File: config.mk
export PLATFORM = sky130hd
export DESIGN_NAME = sramc_ctrl
export DESIGN_NICKNAME = d
export VERILOG_FILES = /design/src/rtl/sramc_pkg.sv /design/src/rtl/sramc_timer.sv /design/src/rtl/sramc_ctrl.sv
export SDC_FILE = /design/constraint.sdc
export NUM_CORES = 1
export LEC_CHECK = 0
export BUFFER_PORTS_ARGS = -buffer_cell sky130_fd_sc_hd__buf_2
export CORE_MARGIN = 5
export CORE_UTILIZATION = 35
export CTS_CLUSTER_DIAMETER = 50
export DETAILED_ROUTE_END_ITERATION = 10
export PLACE_DENSITY = 0.72
export SLEW_MARGIN = 20
export SYNTH_ARGS = -nofsm -noshare
export SYNTH_HDL_FRONTEND = slang
export SYNTH_HIERARCHICAL = 1
export SYNTH_SLANG_ARGS = --single-unit
File: constraint.sdc
create_clock -name clock -period 1.9 [get_ports clock]
set_input_delay 0.19 -clock clock [delete_from_list [all_inputs] [get_ports clock]]
set_output_delay 0.19 -clock clock [all_outputs]
set_load 0.02 [all_outputs]
File: src/rtl/sramc_pkg.sv
// Constants, timing figures and carrier types for the static memory controller.
// Assumes a single 10 MHz clock; all memory pins are sampled or driven on it.
// Notes on behaviour
// - Address changes on the same edge as the write starts, with zero setup.
// - Select and we low together long enough.
// - Select asserted long enough before write end.
// - Address valid long enough before write end.
// - Data may go at the write end.
// - Controller never fights memory driving data.
package sramc_pkg;
    localparam int ADDR_W = 15;
    localparam int DATA_W = 8;
    localparam int CLK_PERIOD_NS = 100;
    // Slowest grade figures, so every grade is met
    localparam int T_ACCESS_NS = 120;
    localparam int T_OE_ACCESS_NS = 60;
    localparam int T_FLOAT_NS = 40;
    localparam int T_WRITE_NS = 90;
    localparam int T_CS_END_NS = 100;
    localparam int T_DSETUP_NS = 50;
    localparam int T_RECOVER_NS = 10;
    localparam int T_WX_NS = 15;
    // Least times round up, at least one cycle
    function automatic int cyc_up(input int ns);
        int c;
        c = (ns + CLK_PERIOD_NS - 1) / CLK_PERIOD_NS;
        return (c < 1) ? 1 : c;
    endfunction
    localparam int RD_CYC = cyc_up(T_ACCESS_NS);
    localparam int WR_CYC = cyc_up(T_CS_END_NS > T_WRITE_NS ? T_CS_END_NS : T_WRITE_NS);
    localparam int REC_CYC = cyc_up(T_RECOVER_NS > T_FLOAT_NS ? T_RECOVER_NS : T_FLOAT_NS);
    localparam int CNT_W = 4;
    localparam logic [CNT_W-1:0] CNT_ZERO = 4'h0;
    localparam logic [CNT_W-1:0] CNT_ONE = 4'h1;

    typedef struct packed {
        logic write;
        logic [ADDR_W-1:0] addr;
        logic [DATA_W-1:0] wdata;
    } sramc_req_type;

    typedef struct packed {
        logic cs_n;
        logic we_n;
        logic oe_n;
        logic [ADDR_W-1:0] addr;
    } sramc_pins_type;
endpackage

File: src/rtl/sramc_timer.sv
// Down counter that marks the end of a timed memory phase.
// Assumes load and start never coincide with a running count being needed.
`timescale 1ns/1ps
`default_nettype none
module sramc_timer #(
    parameter int W = 4
) (
    input wire logic clock,
    input wire logic resetn,
    input wire logic load,
    input wire logic [W-1:0] count,
    output logic done
);
    logic [W-1:0] cnt_ff;
    logic [W-1:0] nxt_cnt;

    // Load wins over counting down
    always_comb begin
        nxt_cnt = cnt_ff;
        if (load) begin
            nxt_cnt = count;
        end else if (cnt_ff != '0) begin
            nxt_cnt = cnt_ff - W'(1);
        end
    end

    always_ff @(posedge clock or negedge resetn) begin
        if (!resetn) begin
            cnt_ff <= '0;
        end else begin
            cnt_ff <= nxt_cnt;
        end
    end

    // High on the last cycle of a phase
    assign done = (cnt_ff == W'(1));
endmodule
`default_nettype wire

File: src/rtl/sramc_ctrl.sv
// Host-side controller for an asynchronous 32K x 8 static memory.
// Turns single byte requests into timed select, strobe and address phases.
// Assumes memory pins are sampled on the 10 MHz clock and the data bus
// is resolved outside from mem_data_oe.
// Phase lengths are whole cycles, so a faster clock needs new counts.
`timescale 1ns/1ps
`default_nettype none
module sramc_ctrl #(
    parameter int ADDR_W = sramc_pkg::ADDR_W,
    parameter int DATA_W = sramc_pkg::DATA_W
) (
    input wire logic clock,
    input wire logic resetn,
    input wire logic req_valid,
    output logic req_ready,
    input wire sramc_pkg::sramc_req_type req,
    output logic rsp_valid,
    output logic [DATA_W-1:0] rsp_data,
    output logic mem_cs_n,
    output logic mem_we_n,
    output logic mem_oe_n,
    output logic [ADDR_W-1:0] mem_addr,
    input wire logic [DATA_W-1:0] mem_data_in,
    output logic [DATA_W-1:0] mem_data_out,
    output logic mem_data_oe
);
    typedef enum logic [2:0] {
        S_IDLE,
        S_READ,
        S_WRITE,
        S_RECOVER
    } sramc_state_type;

    // Sequencer state and phase timer hookup
    sramc_state_type state_ff;
    sramc_state_type nxt_state;
    logic tmr_load;
    logic [sramc_pkg::CNT_W-1:0] tmr_count;
    logic tmr_done;

    // Memory strobes and address
    sramc_pkg::sramc_pins_type pins_ff;
    sramc_pkg::sramc_pins_type nxt_pins;

    // Write data path toward the shared bus
    logic [DATA_W-1:0] wdata_ff;
    logic [DATA_W-1:0] nxt_wdata;
    logic data_oe_ff;
    logic nxt_data_oe;

    // Read answer
    logic [DATA_W-1:0] rdata_ff;
    logic [DATA_W-1:0] nxt_rdata;
    logic rsp_valid_ff;
    logic nxt_rsp_valid;

    // Phase events decoded once from request, state and timer
    logic take_req;
    logic take_write;
    logic take_read;
    logic read_end;
    logic write_end;
    logic recover_end;

    // Phase length timer
    sramc_timer #(
        .W(sramc_pkg::CNT_W)
    ) u_timer (
        .clock(clock),
        .resetn(resetn),
        .load(tmr_load),
        .count(tmr_count),
        .done(tmr_done)
    );

    // Requests taken only when the bus is quiet and recovered
    assign req_ready = (state_ff == S_IDLE);

    // Phase events shared by the pin, data and answer groups
    assign take_req = req_valid && req_ready;
    assign take_write = take_req && req.write;
    assign take_read = take_req && !req.write;
    assign read_end = (state_ff == S_READ) && tmr_done;
    assign write_end = (state_ff == S_WRITE) && tmr_done;
    assign recover_end = (state_ff == S_RECOVER) && tmr_done;

    // Sequencer: one access at a time, phases timed by the down counter
    always_comb begin
        nxt_state = state_ff;
        tmr_load = 1'b0;
        tmr_count = sramc_pkg::CNT_ZERO;
        case (state_ff)
            S_IDLE: begin
                if (take_write) begin
                    tmr_load = 1'b1;
                    tmr_count = sramc_pkg::CNT_W'(sramc_pkg::WR_CYC);
                    nxt_state = S_WRITE;
                end else if (take_read) begin
                    tmr_load = 1'b1;
                    tmr_count = sramc_pkg::CNT_W'(sramc_pkg::RD_CYC);
                    nxt_state = S_READ;
                end
            end
            S_READ: begin
                // Full access time passes before the sample is taken
                if (read_end) begin
                    tmr_load = 1'b1;
                    tmr_count = sramc_pkg::CNT_W'(sramc_pkg::REC_CYC);
                    nxt_state = S_RECOVER;
                end
            end
            S_WRITE: begin
                // Overlap lasts long enough for write, select and address
                if (write_end) begin
                    tmr_load = 1'b1;
                    tmr_count = sramc_pkg::CNT_W'(sramc_pkg::REC_CYC);
                    nxt_state = S_RECOVER;
                end
            end
            S_RECOVER: begin
                // Memory float time absorbed before the next select
                if (recover_end) begin
                    nxt_state = S_IDLE;
                end
            end
            default: begin
                nxt_state = S_IDLE;
            end
        endcase
    end

    // Sequencer state register
    always_ff @(posedge clock or negedge resetn) begin
        if (!resetn) begin
            state_ff <= S_IDLE;
        end else begin
            state_ff <= nxt_state;
        end
    end

    // Strobes and address; the address stays put through recovery
    always_comb begin
        nxt_pins = pins_ff;
        if (take_req) begin
            // Address settles with select, zero setup suffices
            nxt_pins.addr = req.addr[ADDR_W-1:0];
            nxt_pins.cs_n = 1'b0;
            nxt_pins.we_n = !req.write;
            nxt_pins.oe_n = req.write;
        end else if (read_end || write_end) begin
            // Both strobes end on the same edge as select
            nxt_pins.cs_n = 1'b1;
            nxt_pins.we_n = 1'b1;
            nxt_pins.oe_n = 1'b1;
        end
    end

    // Reset parks the memory deselected, bus released
    always_ff @(posedge clock or negedge resetn) begin
        if (!resetn) begin
            pins_ff <= '{cs_n: 1'b1, we_n: 1'b1, oe_n: 1'b1, addr: '0};
        end else begin
            pins_ff <= nxt_pins;
        end
    end

    // Write data launched with the strobes, held one cycle past the write end
    always_comb begin
        nxt_wdata = wdata_ff;
        nxt_data_oe = data_oe_ff;
        if (take_write) begin
            nxt_wdata = req.wdata[DATA_W-1:0];
            nxt_data_oe = 1'b1;
        end else if (take_read || (state_ff == S_RECOVER)) begin
            // Never drive while the memory may be driving
            nxt_data_oe = 1'b0;
        end
    end

    // Write data registers
    always_ff @(posedge clock or negedge resetn) begin
        if (!resetn) begin
            wdata_ff <= '0;
            data_oe_ff <= 1'b0;
        end else begin
            wdata_ff <= nxt_wdata;
            data_oe_ff <= nxt_data_oe;
        end
    end

    // Read byte taken on the last access edge; the answer pulses once
    always_comb begin
        nxt_rdata = rdata_ff;
        nxt_rsp_valid = 1'b0;
        if (read_end) begin
            nxt_rdata = mem_data_in;
            nxt_rsp_valid = 1'b1;
        end
    end

    // Read answer registers
    always_ff @(posedge clock or negedge resetn) begin
        if (!resetn) begin
            rdata_ff <= '0;
            rsp_valid_ff <= 1'b0;
        end else begin
            rdata_ff <= nxt_rdata;
            rsp_valid_ff <= nxt_rsp_valid;
        end
    end

    // All pin outputs come straight from flip-flops
    assign mem_cs_n = pins_ff.cs_n;
    assign mem_we_n = pins_ff.we_n;
    assign mem_oe_n = pins_ff.oe_n;
    assign mem_addr = pins_ff.addr[ADDR_W-1:0];
    assign mem_data_out = wdata_ff;
    assign mem_data_oe = data_oe_ff;

    // Answer to the host comes from flip-flops too
    assign rsp_valid = rsp_valid_ff;
    assign rsp_data = rdata_ff;
endmodule
`default_nettype wire

# Word level (Yosys, flattened, before mapping)
# Index checks and enable logic that the tools add are counted.
[classes] muxes=22 order_cmp=0 eq_ne=8 n_addsub=1 n_reduce_logical=15 n_mul=0 n_bitwise=0 n_shift=0 div_mod_pow=0
[ops] operator="$mux W3" count=7
[ops] operator="$pmux W3 S4" count=1
[ops] operator="$mux W1" count=8
[ops] operator="$mux W4" count=2
[ops] operator="$eq A3 B2 Y1 const B" count=2
[ops] operator="$logic_and A1 B1 Y1" count=6
[ops] operator="$ne A2 B2 Y1 const B" count=3
[ops] operator="$pmux W2 S3" count=1
[ops] operator="$reduce_bool A2 Y1" count=3
[ops] operator="$eq A4 B1 Y1 const B" count=1
[ops] operator="$mux W2" count=2
[ops] operator="$reduce_and A4 Y1" count=1
[ops] operator="$reduce_bool A4 Y1" count=1
[ops] operator="$sub A4 B1 Y4 const B" count=1
[ops] operator="$eq A3 B1 Y1 const B" count=1
[ops] operator="$logic_not A3 Y1" count=1
[ops] operator="$ne A3 B1 Y1 const B" count=1
[ops] operator="$pmux W1 S3" count=1
[ops] operator="$logic_or A1 B1 Y1" count=2
[ops] operator="$logic_not A1 Y1" count=1
[word_totals] n_memories=0 reg_bits=43 romBits=0 out_inout_bits=37 latch_bits=0 ramBits=0 input_bits=35 wordCells=56

# Longest topological paths before layout
# Gate-level depths: netlist (run 1).
[logic_depth] ltp_word=7 depth_mapped=8 mapped_depth_nobuf=7

# Modules after synthesis
# Netlist (run 1), hierarchy kept.
[by_module_without_submodules] mod="sramc_ctrl" area_each_um2=1579.0 seq_area_each_um2=954.7 n_inst=1 cells_per_inst=105
[by_module_without_submodules] mod="sramc_timer" area_each_um2=265.3 seq_area_each_um2=100.1 n_inst=1 cells_per_inst=24

# Least setup slack after synthesis (run 1)
# Ideal clock, no wire load.
[synth_path] path_kind="reg2reg" start="reg u_timer.cnt_ff[1]" end="reg u_timer.cnt_ff[3]" setup_time_ns=0.126 arrival_time_ns=1.754 synth_period_minus_slack_ns=1.880 setup_slack_ns=0.020 path_stages_with_launch=9 path_cell_list="dfrtp_1 inv_1 ha_1 nor3b_1 o21ai_0 a21oi_1 buf_4 nor3_1 a221o_1"
[synth_between] elab_chain_len=5 word_cells_on_any_way=11 cone_classes="add/sub: 1; eq/ne: 1; mux: 5; reduce/logical: 4"
[synth_rtl] item="start, declared" line_no="sramc_timer.sv:14" rtl="logic [W-1:0] cnt_ff;"
[synth_rtl] item="start signal, assigned" line_no="sramc_timer.sv:31" rtl="cnt_ff <= nxt_cnt;"
[synth_rtl] item="$eq A4 B1 Y1 *" line_no="sramc_timer.sv:36" rtl="assign done = (cnt_ff == W'(1));"
[synth_rtl] item="via tmr_done" line_no="sramc_ctrl.sv:39" rtl="logic tmr_done;"
[synth_rtl] item="$logic_and A1 B1 Y1, on equally long branches" line_no="sramc_ctrl.sv:84, sramc_ctrl.sv:83"
[synth_rtl] item="$mux W1, on equally long branches" line_no="sramc_ctrl.sv:114, sramc_ctrl.sv:106"
[synth_rtl] item="$pmux W1 S3 *" line_no="sramc_ctrl.sv:92" rtl="case (state_ff)"
[synth_rtl] item="via tmr_load" line_no="sramc_ctrl.sv:37" rtl="logic tmr_load;"
[synth_rtl] item="$mux W4 / $reduce_bool A2 Y1 (equally long branches)"
# The timed path passes the listed nets; every way through them passes the cells marked *. The select of a mux whose other input is x is not followed.
# A chain may end at the register's enable or synchronous reset.

# Final worst setup path (run 1)
[layout_path] start="reg state_ff[1]" end="reg u_timer.cnt_ff[2]"
[layout_between] elab_chain_len=7 word_cells_on_any_way=15 cone_classes="eq/ne: 2; mux: 6; reduce/logical: 7"
[layout_rtl] item="start, declared" line_no="sramc_ctrl.sv:35" rtl="sramc_state_type state_ff;"
[layout_rtl] item="start signal, assigned" line_no="sramc_ctrl.sv:137" rtl="state_ff <= nxt_state;"
[layout_rtl] item="$logic_not A3 Y1" line_no="sramc_ctrl.sv:77, sramc_ctrl.sv:92"
[layout_rtl] item="$logic_and A1 B1 Y1" line_no="sramc_ctrl.sv:80" rtl="assign take_req = req_valid && req_ready;"
[layout_rtl] item="$logic_and A1 B1 Y1" line_no="sramc_ctrl.sv:82" rtl="assign take_read = take_req && !req.write;"
[layout_rtl] item="$mux W1" line_no="sramc_ctrl.sv:98" rtl="end else if (take_read) begin"
[layout_rtl] item="$mux W1" line_no="sramc_ctrl.sv:94" rtl="if (take_write) begin"
[layout_rtl] item="$pmux W1 S3 *" line_no="sramc_ctrl.sv:92"
[layout_rtl] item="via tmr_load" line_no="sramc_ctrl.sv:37"
[layout_rtl] item="$mux W4 / $reduce_bool A2 Y1 (equally long branches)"
# The timed path passes the listed nets; every way through them passes the cells marked *.

==> results.md, run 1 <==
* Die area at 6820 sq um
* Gate power share at 50.1%
* Simple-gate portion of the synthesized area at 5.63%
* RSZ-0062 raised after global routing: false
* Crit-path cells: inv_1 > ha_1 > o21ai_0 > a21oi_2 > buf_4 > buf_4 > o31ai_1
* Share of layout cells above drive strength 1 at 59.6%
* Global-route wire length before repair at 5.70 mm
* Setup_tns at 0 ps
* Maximum clock path buffer count at 2
* Synth Area in Compound Gates at 4.68%
* Max rail drop VDD at 897 uV
* Status: finished clean
* Cell mode on critical path: buf_4
* Sequential Power Share at 36.8%
* Crit-path leading delay family: compound AO/OA/AOI/OAI gates
* Crit path buffers/inverters at 3
* HPWL reported at the end of detailed placement at 2.83 mm
* Largest net degree at the start of global routing at 43
* Post-synthesis xor/xnor area fraction at 0.950%
* Slew @ Worst Pin at 508 ps
* GRT overflow at 0
* Switching Fraction at 39.5%
* HP Class: input pin to flip-flop
* Area delta synth->final at 30.8%
* Vias in the first global route at 1327
* Area leader, netlist: dfrtp_1
* DR vias at 1285
* Pins Over Slew Limit at 0
* Clock power frac at 13.1%
* Initial antenna violation count at 0
* CP endpoint kind: flip-flop
* Final Net Count at 255
* Root Driver: clkbuf_8
* DR iter-0 viols at 25
* Vias per cell at 4.54
* CTS tree: built
* Syn avg cell area at 14.3 sq um
* Synth Instances at 129
* Worst-path clk slew at 80 ps
* Multiplexer share of the synthesized area at 22.5%
* Final RePlAce weighted congestion at 0.750
* Number of max-cap violations at 0
* Fin worst setup slack at 201 ps
* CTS H-Tree Depth at 2
* Critical path data arrival time at 1910 ps
* Largest cells by area after synthesis: dfrtp_1 (53%), mux2_2 (16%), ha_1 (5.4%)
* Synth warn at 6
* FP Rows at 26
* Die Width at 82.6 um
* First-pass detailed-route iteration total at 4
* DRC at 0
* Req. time, crit path at 2110 ps
* Area of the mapped netlist at 1840 sq um
* Largest family of logic cells by synthesized area: multiplexers
* Commonest cells after routing, fill and taps aside: buf_2 (71), dfrtp_1 (39), mux2_2 (27)
* Register bit count reported by yosys at 42
* Fin. Hold Viols at 0
* Fmax at 0.589 GHz
* Worst slack, placed at -29.2 ps
* Die height at 82.6 um
* IO buf count at 71
* Most common cell after layout, fill and taps aside: buf_2
* Area share of the largest cell type after synthesis at 52.9%
* Post-Synth Adder-Cell Area at 5.43%
* Worst Path Max Fanout at 5
* Worst path max stage delay at 410 ps
* Tcrit/Tclk final at 89.4%
* Tot GR Track Use at 11.0%
* Sink Count at 42
* N_diodes at 0
* Slowest cell on crit path: dfrtp_1
* Num CTS Buffers at 5
* Final setup vio count at 0
* Crit Path Category: flip-flop to flip-flop
* Skew-Pair Late Insertion Delay at 300 ps
* Register area share after synthesis at 57.2%
* Post-synth cell types at 26
* Finished Core Util at 47.2%
* Int Power at 2640 uW
* Avg WL per Cell at 13.0 um
* Core Area at 5110 sq um
* Leakage power at 0.00123 uW
* Antenna viol nets, final at 0
* Starting Density at 36.1%
* Switching power at 1730 uW
* Min cycle time layout at 1700 ps
* Slew headroom at 66.1%
* Critical Path Source Type: flip-flop
* Final WL at 3.67 mm
* Top Ports at 72
* Pwr dens at 1810 nW/um^2
* Clock Skews at 3.95 ps
[metrics by stage]
| stage | hold WS (ps) | total power (uW) | area [sq um] | cells |
|---|---|---|---|---|
| floorplan | -106 | 3150 | 1850 | 130 |
| global placement | 283 | 3770 | 2300 | 273 |
| detailed placement | 289 | 3840 | 2300 | 273 |
| CTS | 108 | 4430 | 2400 | 282 |
| global route | 104 | 4690 | 2410 | 283 |
| finish | 120 | 4370 | 2410 | 283 |
[final timing paths]
check	start	to	slack [ps]	depth (start not counted)
max in group asynchronous	resetn	mem_oe_n	1010	3
setup / recovery	state_ff[1]	u_timer/cnt_ff[2]	200	7
hold reg to reg	mem_addr[10]	mem_addr[10]	500	1
min in group asynchronous	resetn	mem_addr[7]	510	3
hold / removal	req[8]	mem_addr[0]	120	2
setup reg to reg	state_ff[1]	u_timer/cnt_ff[2]	200	7
[cells in the mapped netlist (all sizes together)]
| cell type | n |
|---|---|
| conb | 1 |
| o31ai | 1 |
| xnor2 | 2 |
| dfstp | 3 |
| a21oi | 3 |
| ha | 8 |
| o21ai | 3 |
| nand3 | 1 |
| a221o | 1 |
| inv | 7 |
| nand3b | 1 |
| nor2 | 1 |
| o21a | 3 |
| dfrtp | 39 |
| nand2 | 7 |
| mux2i | 2 |
| o22ai | 1 |
| mux2 | 33 |
| nor3b | 3 |
| nor3 | 4 |
| a311o | 1 |
| buf | 4 |
[power by group through the flow]
| stage | logic (uW) | clock network (uW) | registers, uW |
|---|---|---|---|
| 2_1_floorplan | 1060 | 0 | 2090 |
| 3_3_place_gp | 2160 | 0 | 1600 |
| 3_5_place_dp | 2220 | 0 | 1620 |
| 4_1_cts | 2220 | 603 | 1610 |
| 5_1_grt | 2400 | 634 | 1660 |
| 6_report | 2190 | 574 | 1610 |
[layer usage]
metal	up-vias	track usage, %	share of wire, %	wire length, um
met4	0	3.43	1.3	48
met3	5	4.12	6.7	247
met5	-	0	0	0
met1	631	11.8	38	1390
met2	40	20.0	54	1980
li1	609	-	-	-
[worst register-to-register path, stage by stage (launching register included)]
cell	delay, ps
dfrtp_1	410
inv_1	90
ha_1	220
o21ai_0	270
a21oi_2	100
buf_4	160
buf_4	140
o31ai_1	220
[state kept, by name, indices dropped and copies added, names as in the netlist, 2 cells and up]
name	cells
rsp_data	8
state_ff	2
mem_data_out	8
mem_addr	15
u_timer/cnt_ff	4
[kinds of logic after synthesis]
logic type / Yosys count
XOR/XNOR: 2
multiplexers: 35
AND/OR/NAND/NOR: 17
other: 1
adder cells (fa/ha/maj): 8
buffers and inverters: 11
AO/OA/AOI/OAI: 13
flip-flops: 42
[final cells by class]
class                   count  area [sq um]
multi-input cells          77           738
clock buffers               5          68.8
well taps                  70          87.6
flip-flops and latches     42          1050
fillers                   486          2700
inverters                   7          26.3
clock inverters             3          18.8
repair buffers             79           418
[what timing repair did]
action                                  in CTS  in global routing
cloned                                       0                  0
pin swaps                                    0                  1
hold buffers                                 1                  0
gates resized for setup                      1                  1
buffers inserted                             0                  1
endpoints found under the setup margin       1                  2
endpoints found under the hold margin       39                  0
Power figures use the tool's default switching activity.
==> inputs of run 2 (changes only) <==
==> constraint.sdc (replaced) <==
create_clock -name clock -period 1.5 [get_ports clock]
set_input_delay 0.15 -clock clock [delete_from_list [all_inputs] [get_ports clock]]
set_output_delay 0.15 -clock clock [all_outputs]
set_load 0.02 [all_outputs]
==> run 2 against run 1 <==
Against the previous run:
- the run now ends with setup timing left
- combinational power up 60%
- utilization up 6.0 points
- design area up 13%
- critical endpoint is now u_timer/cnt_ff[3]
- highest routed layer unchanged
==> results.md, run 2 (synthesized netlist as in run 1, its figures left out) <==
* Leakage power at 0.00137 uW (+12%)
* Worst-path clk slew at 80 ps (about the same)
* RSZ-0062 raised after global routing: true
* Non-filler cells, final at 303 (+7.1%)
* HP Class: input pin to flip-flop
* Vias per cell at 4.45 (-2.0%)
* Gate power share at 55.9% (+5.8 points)
* Slowest cell on crit path: dfrtp_1
* Die height at 82.6 um (unchanged)
* Most common cell after layout, fill and taps aside: buf_2
* Tot GR Track Use at 12.3% (+1.3 points)
* Max rail drop VDD at 729 uV (-19%)
* Global-route wire length before repair at 6.35 mm (+11%)
* HPWL reported at the end of detailed placement at 3.09 mm (+9.1%)
* Number of max-cap violations at 0 (unchanged)
* CP endpoint kind: flip-flop
* Final Net Count at 275 (+7.8%)
* Switching Fraction at 38.4% (-1.1 points)
* FP Rows at 26 (unchanged)
* Initial antenna violation count at 0 (unchanged)
* IO buf count at 71 (unchanged)
* Final hold slack at 83.6 ps (-36.0 ps)
* Skew-Pair Late Insertion Delay at 290 ps (about the same)
* N_diodes at 0 (unchanged)
* Finished Core Util at 53.2% (+6.0 points)
* Final setup vio count at 9 (+9)
* Pins Over Slew Limit at 0 (unchanged)
* Top Ports at 72 (unchanged)
* Share of layout cells above drive strength 1 at 70.4% (+11 points)
* Status: finished, violations left
* Sink Count at 42 (unchanged)
* Commonest cells after routing, fill and taps aside: buf_2 (71), dfrtp_1 (39), mux2_2 (26)
* Critical path data arrival time at 1760 ps (-150 ps)
* Die area at 6820 sq um (unchanged)
* GRT overflow at 0 (unchanged)
* First-pass detailed-route iteration total at 4 (unchanged)
* Switching power at 2410 uW (+40%)
* Fmax at 0.634 GHz (+7.7%)
* CTS H-Tree Depth at 2 (unchanged)
* Maximum clock path buffer count at 2 (unchanged)
* Die Width at 82.6 um (unchanged)
* CTS tree: built
* Max reg flops at 15 (unchanged)
* Clock power frac at 12.0% (-1.1 points)
* Num CTS Buffers at 5 (unchanged)
* Root Driver: clkbuf_8
* Placed cell count at 290 (+6.2%)
* Clock Skews at 2.61 ps (-1.33 ps)
* Tcrit/Tclk final at 105% (+16 points)
* Pwr dens at 2310 nW/um^2 (+27%)
* Final WL at 4.06 mm (+11%)
* Fin worst setup slack at -77.8 ps (-279 ps)
* Largest net degree at the start of global routing at 22 (-49%)
* Overall Power at 6280 uW (+44%)
* Crit Path Category: flip-flop to flip-flop
* Starting Density at 36.1% (unchanged)
* Critical Path Source Type: flip-flop
* Avg WL per Cell at 13.4 um (+3.4%)
* DR vias at 1348 (+4.9%)
* DR iter-0 viols at 36 (+44%)
* Crit-path cells: inv_2 > ha_4 > nor3b_4 > o21ai_2 > a21oi_4 > nor3_2 > a221o_1
* Min cycle time layout at 1580 ps (-121 ps)
* Failing checks: setup timing
* Int Power at 3870 uW (+46%)
* Fin. Hold Viols at 0 (unchanged)
* Area delta synth->final at 47.4%
* Core Area at 5110 sq um (unchanged)
* Worst Path Max Fanout at 6 (+1)
* DRC at 0 (unchanged)
* Final RePlAce weighted congestion at 0.744 (-0.77%)
* Worst path max stage delay at 400 ps (about the same)
* Req. time, crit path at 1680 ps (-430 ps)
* Sequential Power Share at 32.1% (-4.7 points)
* Antenna viol nets, final at 0 (unchanged)
* Vias in the first global route at 1442 (+8.7%)
==> run 2: path summary, 6_finish.rpt <==
kind,startpoint,to,slack (ps),cells past startpoint
hold / removal,req[18],mem_addr[10],80,2
hold reg to reg,rsp_data[0],rsp_data[0],500,1
setup / recovery,u_timer/cnt_ff[1],u_timer/cnt_ff[3],-80,7
min in group asynchronous,resetn,u_timer/cnt_ff[0],270,2
max in group asynchronous,resetn,mem_cs_n,700,3
setup reg to reg,u_timer/cnt_ff[1],u_timer/cnt_ff[3],-80,7
==> run 2: cell type report <==
type	count	area, sq um
clock buffers	6	82.6
fillers	440	2390
multi-input cells	77	843
flip-flops and latches	42	1050
inverters	7	28.8
repair buffers	99	609
clock inverters	2	12.5
well taps	70	87.6
==> run 2: per-layer routing <==
layer,global-route usage (%),vias up,share of wire (%)
li1,-,650,-
met1,14.2,651,42
met2,21.6,43,52
met3,2.82,4,5.0
met4,5.39,0,1.3
met5,0,-,0
==> run 2: what timing repair did <==
item                                   CTS  global route
pin swaps                                0             4
endpoints found under the hold margin    9             0
resized for setup                        4            15
hold buffers                             1             0
setup endpoints to repair               12            14
buffers inserted                         2             5
==> run 2: critical path, delay by kind of cell, from the launching register on <==
| family | cells | cell delay [ps] |
|---|---|---|
| DFF | 1 | 400 |
| AOI/OAI and AO/OA | 3 | 630 |
| and+or+nand+nor | 2 | 260 |
| buffers and inverters | 1 | 80 |
| adders and majority gates | 1 | 110 |
==> run 2: power by group through the flow <==
| stage | sequential [uW] | combinational, uW | clock (uW) |
|---|---|---|---|
| floorplan | 2660 | 1460 | 0 |
| global placement | 2000 | 3220 | 0 |
| detailed placement | 2030 | 3280 | 0 |
| CTS | 2020 | 3360 | 797 |
| global route | 2090 | 3810 | 840 |
| finish | 2020 | 3510 | 754 |
==> run 2: per-stage QoR <==
stage | cell area (sq um) | setup TNS (ps) | setup slack, ps
floorplan | 1890 | -200 | -101
global placement | 2500 | -486 | -104
detailed placement | 2500 | -662 | -157
CTS | 2640 | -308 | -87.6
global route | 2720 | -1130 | -158
finish | 2720 | -179 | -77.8
==> inputs of run 3 (changes only) <==
--- a/config.mk
+++ b/config.mk
@@ -14,5 +14,4 @@
 export SLEW_MARGIN = 20
 export SYNTH_ARGS = -nofsm -noshare
 export SYNTH_HDL_FRONTEND = slang
-export SYNTH_HIERARCHICAL = 1
 export SYNTH_SLANG_ARGS = --single-unit
==> run 3 against run 2 <==
Against the previous run:
- the run still ends with setup timing left
- total power decreased by 5.3%
- combinational power down 11%
- global-route usage shrank 0.38 points
- non-clock buffer count shrank 17
- critical endpoint is now rsp_data[7]
- largest cell class unchanged
==> results.md, run 3 <==
* Status: finished, violations left
* Failing checks: setup timing
* Finished Core Util at 49.1% (-4.1 points)
* RSZ-0062 raised after global routing: true
* Global-route wire length before repair at 6.05 mm (-4.7%)
* Post-synth cell types at 31 (+19%)
* Die area at 6700 sq um (-1.8%)
* Largest cells by area after synthesis: dfrtp_1 (54%), mux2_2 (10%), mux2_4 (6.6%)
* Final RePlAce weighted congestion at 0.734 (-1.4%)
* Vias in the first global route at 1362 (-5.5%)
* Die height at 81.8 um (-0.90%)
* Most common library cells after synthesis: dfrtp_1 (39), mux2_2 (16), mux2_4 (8)
* Max reg flops at 15 (unchanged)
* Fillcell total at 463 (+5.2%)
* Max rail drop VDD at 687 uV (-5.7%)
* Int Power at 3570 uW (-7.8%)
* Pins Over Slew Limit at 0 (unchanged)
* Antenna viol nets, final at 0 (unchanged)
* Critical Path Source Type: flip-flop
* Min cycle time layout at 1500 ps (-77.2 ps)
* Share of layout cells above drive strength 1 at 62.1% (-8.2 points)
* Syn_nets at 167
* Starting Density at 35.6% (-0.51 points)
* Clock power frac at 12.9% (+0.9 points)
* Commonest cells after routing, fill and taps aside: buf_2 (71), dfrtp_1 (38), mux2_2 (16)
* CP endpoint kind: flip-flop
* Area delta synth->final at 38.0%
* Area leader, netlist: dfrtp_1
* Slew @ Worst Pin at 448 ps
* Final WL at 3.90 mm (-3.8%)
* Top Ports at 72 (unchanged)
* Worst path max stage delay at 390 ps (about the same)
* Leakage power at 0.00121 uW (-11%)
* Critical path data arrival time at 1680 ps (-80 ps)
* Final Net Count at 254 (-7.6%)
* Avg WL per Cell at 13.7 um (+2.6%)
* HP Class: input pin to flip-flop
* Synth Flop Type: dfrtp_1
* Top-count cell post-synth: dfrtp_1
* Fmax at 0.666 GHz (+5.1%)
* HPWL reported at the end of detailed placement at 2.95 mm (-4.8%)
* Crit Path Category: flip-flop to flip-flop
* Fin. Hold Viols at 0 (unchanged)
* Switching power at 2380 uW (-1.2%)
* Gate power share at 52.5% (-3.4 points)
* Root Driver: clkbuf_8
* FP Rows at 26 (unchanged)
* Switching Fraction at 40.0% (+1.7 points)
* Synth async-reset ratio at 100% (unchanged)
* Maximum clock path buffer count at 2 (unchanged)
* CTS H-Tree Depth at 2 (unchanged)
* DRC at 0 (unchanged)
* IO buf count at 71 (unchanged)
* Req. time, crit path at 1680 ps (about the same)
* Crit-path cells: inv_2 > ha_4 > nor3b_4 > and2_4 > mux2_4
* First-pass detailed-route iteration total at 4 (unchanged)
* Register bit count reported by yosys at 42 (unchanged)
* Most common cell after layout, fill and taps aside: buf_2
* Fin worst setup slack at -0.612 ps (+77.2 ps)
* Pwr dens at 2390 nW/um^2 (+3.3%)
* Number of max-cap violations at 0 (unchanged)
* Num CTS Buffers at 5 (unchanged)
* Sink Count at 42 (unchanged)
* Die Width at 81.8 um (-0.90%)
* Final setup vio count at 1 (-8)
* Number of flops mapped to enable cells by yosys at 0 (unchanged)
* Vias per cell at 4.56 (+2.5%)
* Tot GR Track Use at 11.9% (-0.38 points)
* DR iter-0 viols at 49 (+36%)
* GRT overflow at 0 (unchanged)
* CTS tree: built
* Crit path buffers/inverters at 1 (unchanged)
* DR vias at 1295 (-3.9%)
* Crit-path leading delay family: simple AND/OR/NAND/NOR gates
* Core Area at 5070 sq um (-0.64%)
* Sequential Power Share at 34.6% (+2.5 points)
* Initial antenna violation count at 0 (unchanged)
* Synth warn at 0 (-6)
* N_diodes at 0 (unchanged)
* Syn avg cell area at 14.3 sq um (+0.30%)
* Register area share after synthesis at 58.4% (+1.2 points)
* Tcrit/Tclk final at 100% (-5.1 points)
* Skew-Pair Late Insertion Delay at 290 ps (about the same)
* Slew headroom at 70.1%
* Worst-path clk slew at 80 ps (about the same)
* Clock Skews at 5.78 ps (+3.17 ps)
* Largest net degree at the start of global routing at 21 (-4.5%)
* Area of the mapped netlist at 1810 sq um (-2.0%)
* Slowest cell on crit path: dfrtp_1
* Synth Instances at 126 (-2.3%)
* Area share of the largest cell type after synthesis at 54.0% (+1.1 points)
* Overall Power at 5950 uW (-5.3%)
* Final hold slack at 60.6 ps (-23.0 ps)
* Worst Path Max Fanout at 5 (-1)
==> run 3: through the flow <==
| step | setup WS, ps | TNS, ps | cell area (sq um) | instances |
|---|---|---|---|---|
| finish | -0.612 | -0.612 | 2490 | 284 |
| global route | -69.2 | -545 | 2490 | 284 |
| CTS | -7.15 | -15.2 | 2450 | 284 |
| detailed placement | -26.4 | -197 | 2310 | 273 |
| global placement | 3.63 | 0 | 2310 | 273 |
| floorplan | 16.0 | 0 | 1820 | 126 |
==> run 3: worst register-to-register path, stage by stage (launching register included) <==
cell	delay, ps
dfrtp_1	390
inv_2	80
ha_4	120
nor3b_4	240
and2_4	240
mux2_4	310
==> run 3: path summary, 6_finish.rpt <==
check | start | end | slack (ps) | cells past startpoint
max in group asynchronous | resetn | mem_data_out[6] | 580 | 3
setup reg to reg | u_timer.cnt_ff[1] | rsp_data[7] | -0.6 | 5
setup / recovery | u_timer.cnt_ff[1] | rsp_data[7] | -0.6 | 5
hold reg to reg | mem_addr[2] | mem_addr[2] | 490 | 1
min in group asynchronous | resetn | rsp_data[3] | 330 | 2
hold / removal | req[10] | mem_addr[2] | 60 | 2
==> run 3: power groups by stage <==
stage                     clock network, uW  registers (uW)  logic (uW)
after CTS                               787            2060        2980
after detailed placement                  0            2060        2890
after global placement                    0            2030        2840
after floorplan                           0            2650        1360
final                                   769            2060        3130
after global routing                    838            2140        3380
==> run 3: logic make-up after synthesis <==
logic type,share of synthesized area [%]
adder cells (fa/ha/maj),4.16
flip-flops,58.4
multiplexers,21.0
AO/OA/AOI/OAI,6.23
AND/OR/NAND/NOR,6.72
XOR/XNOR,0.485
buffers and inverters,3.05
==> run 3: routing by layer <==
metal  global-route usage (%)  vias to the layer above  wire, um
met1                     12.8                      636      1590
met4                     6.81                        0        57
met2                     21.2                       40      2000
li1                         -                      615         -
met5                        0                        -         0
met3                     2.96                        4       250
==> run 3: final cells by class <==
type                            instances  area (sq um)  area share [%]
Sequential cell                        42          1060            42.3
Multi-Input combinational cell         77           783            31.4
Timing Repair Buffer                   82           453            18.2
Tap cell                               70          87.6            3.51
Clock buffer                            7          86.3            3.46
Inverter                                5          18.8           0.753
Clock inverter                          1          8.76           0.351
==> run 3: what timing repair did <==
item	CTS	global route
cloned	1	0
buffers inserted	1	0
endpoints found under the hold margin	16	0
pin swaps	1	3
gates resized for setup	7	11
endpoints found under the setup margin	9	17
hold buffers	1	0
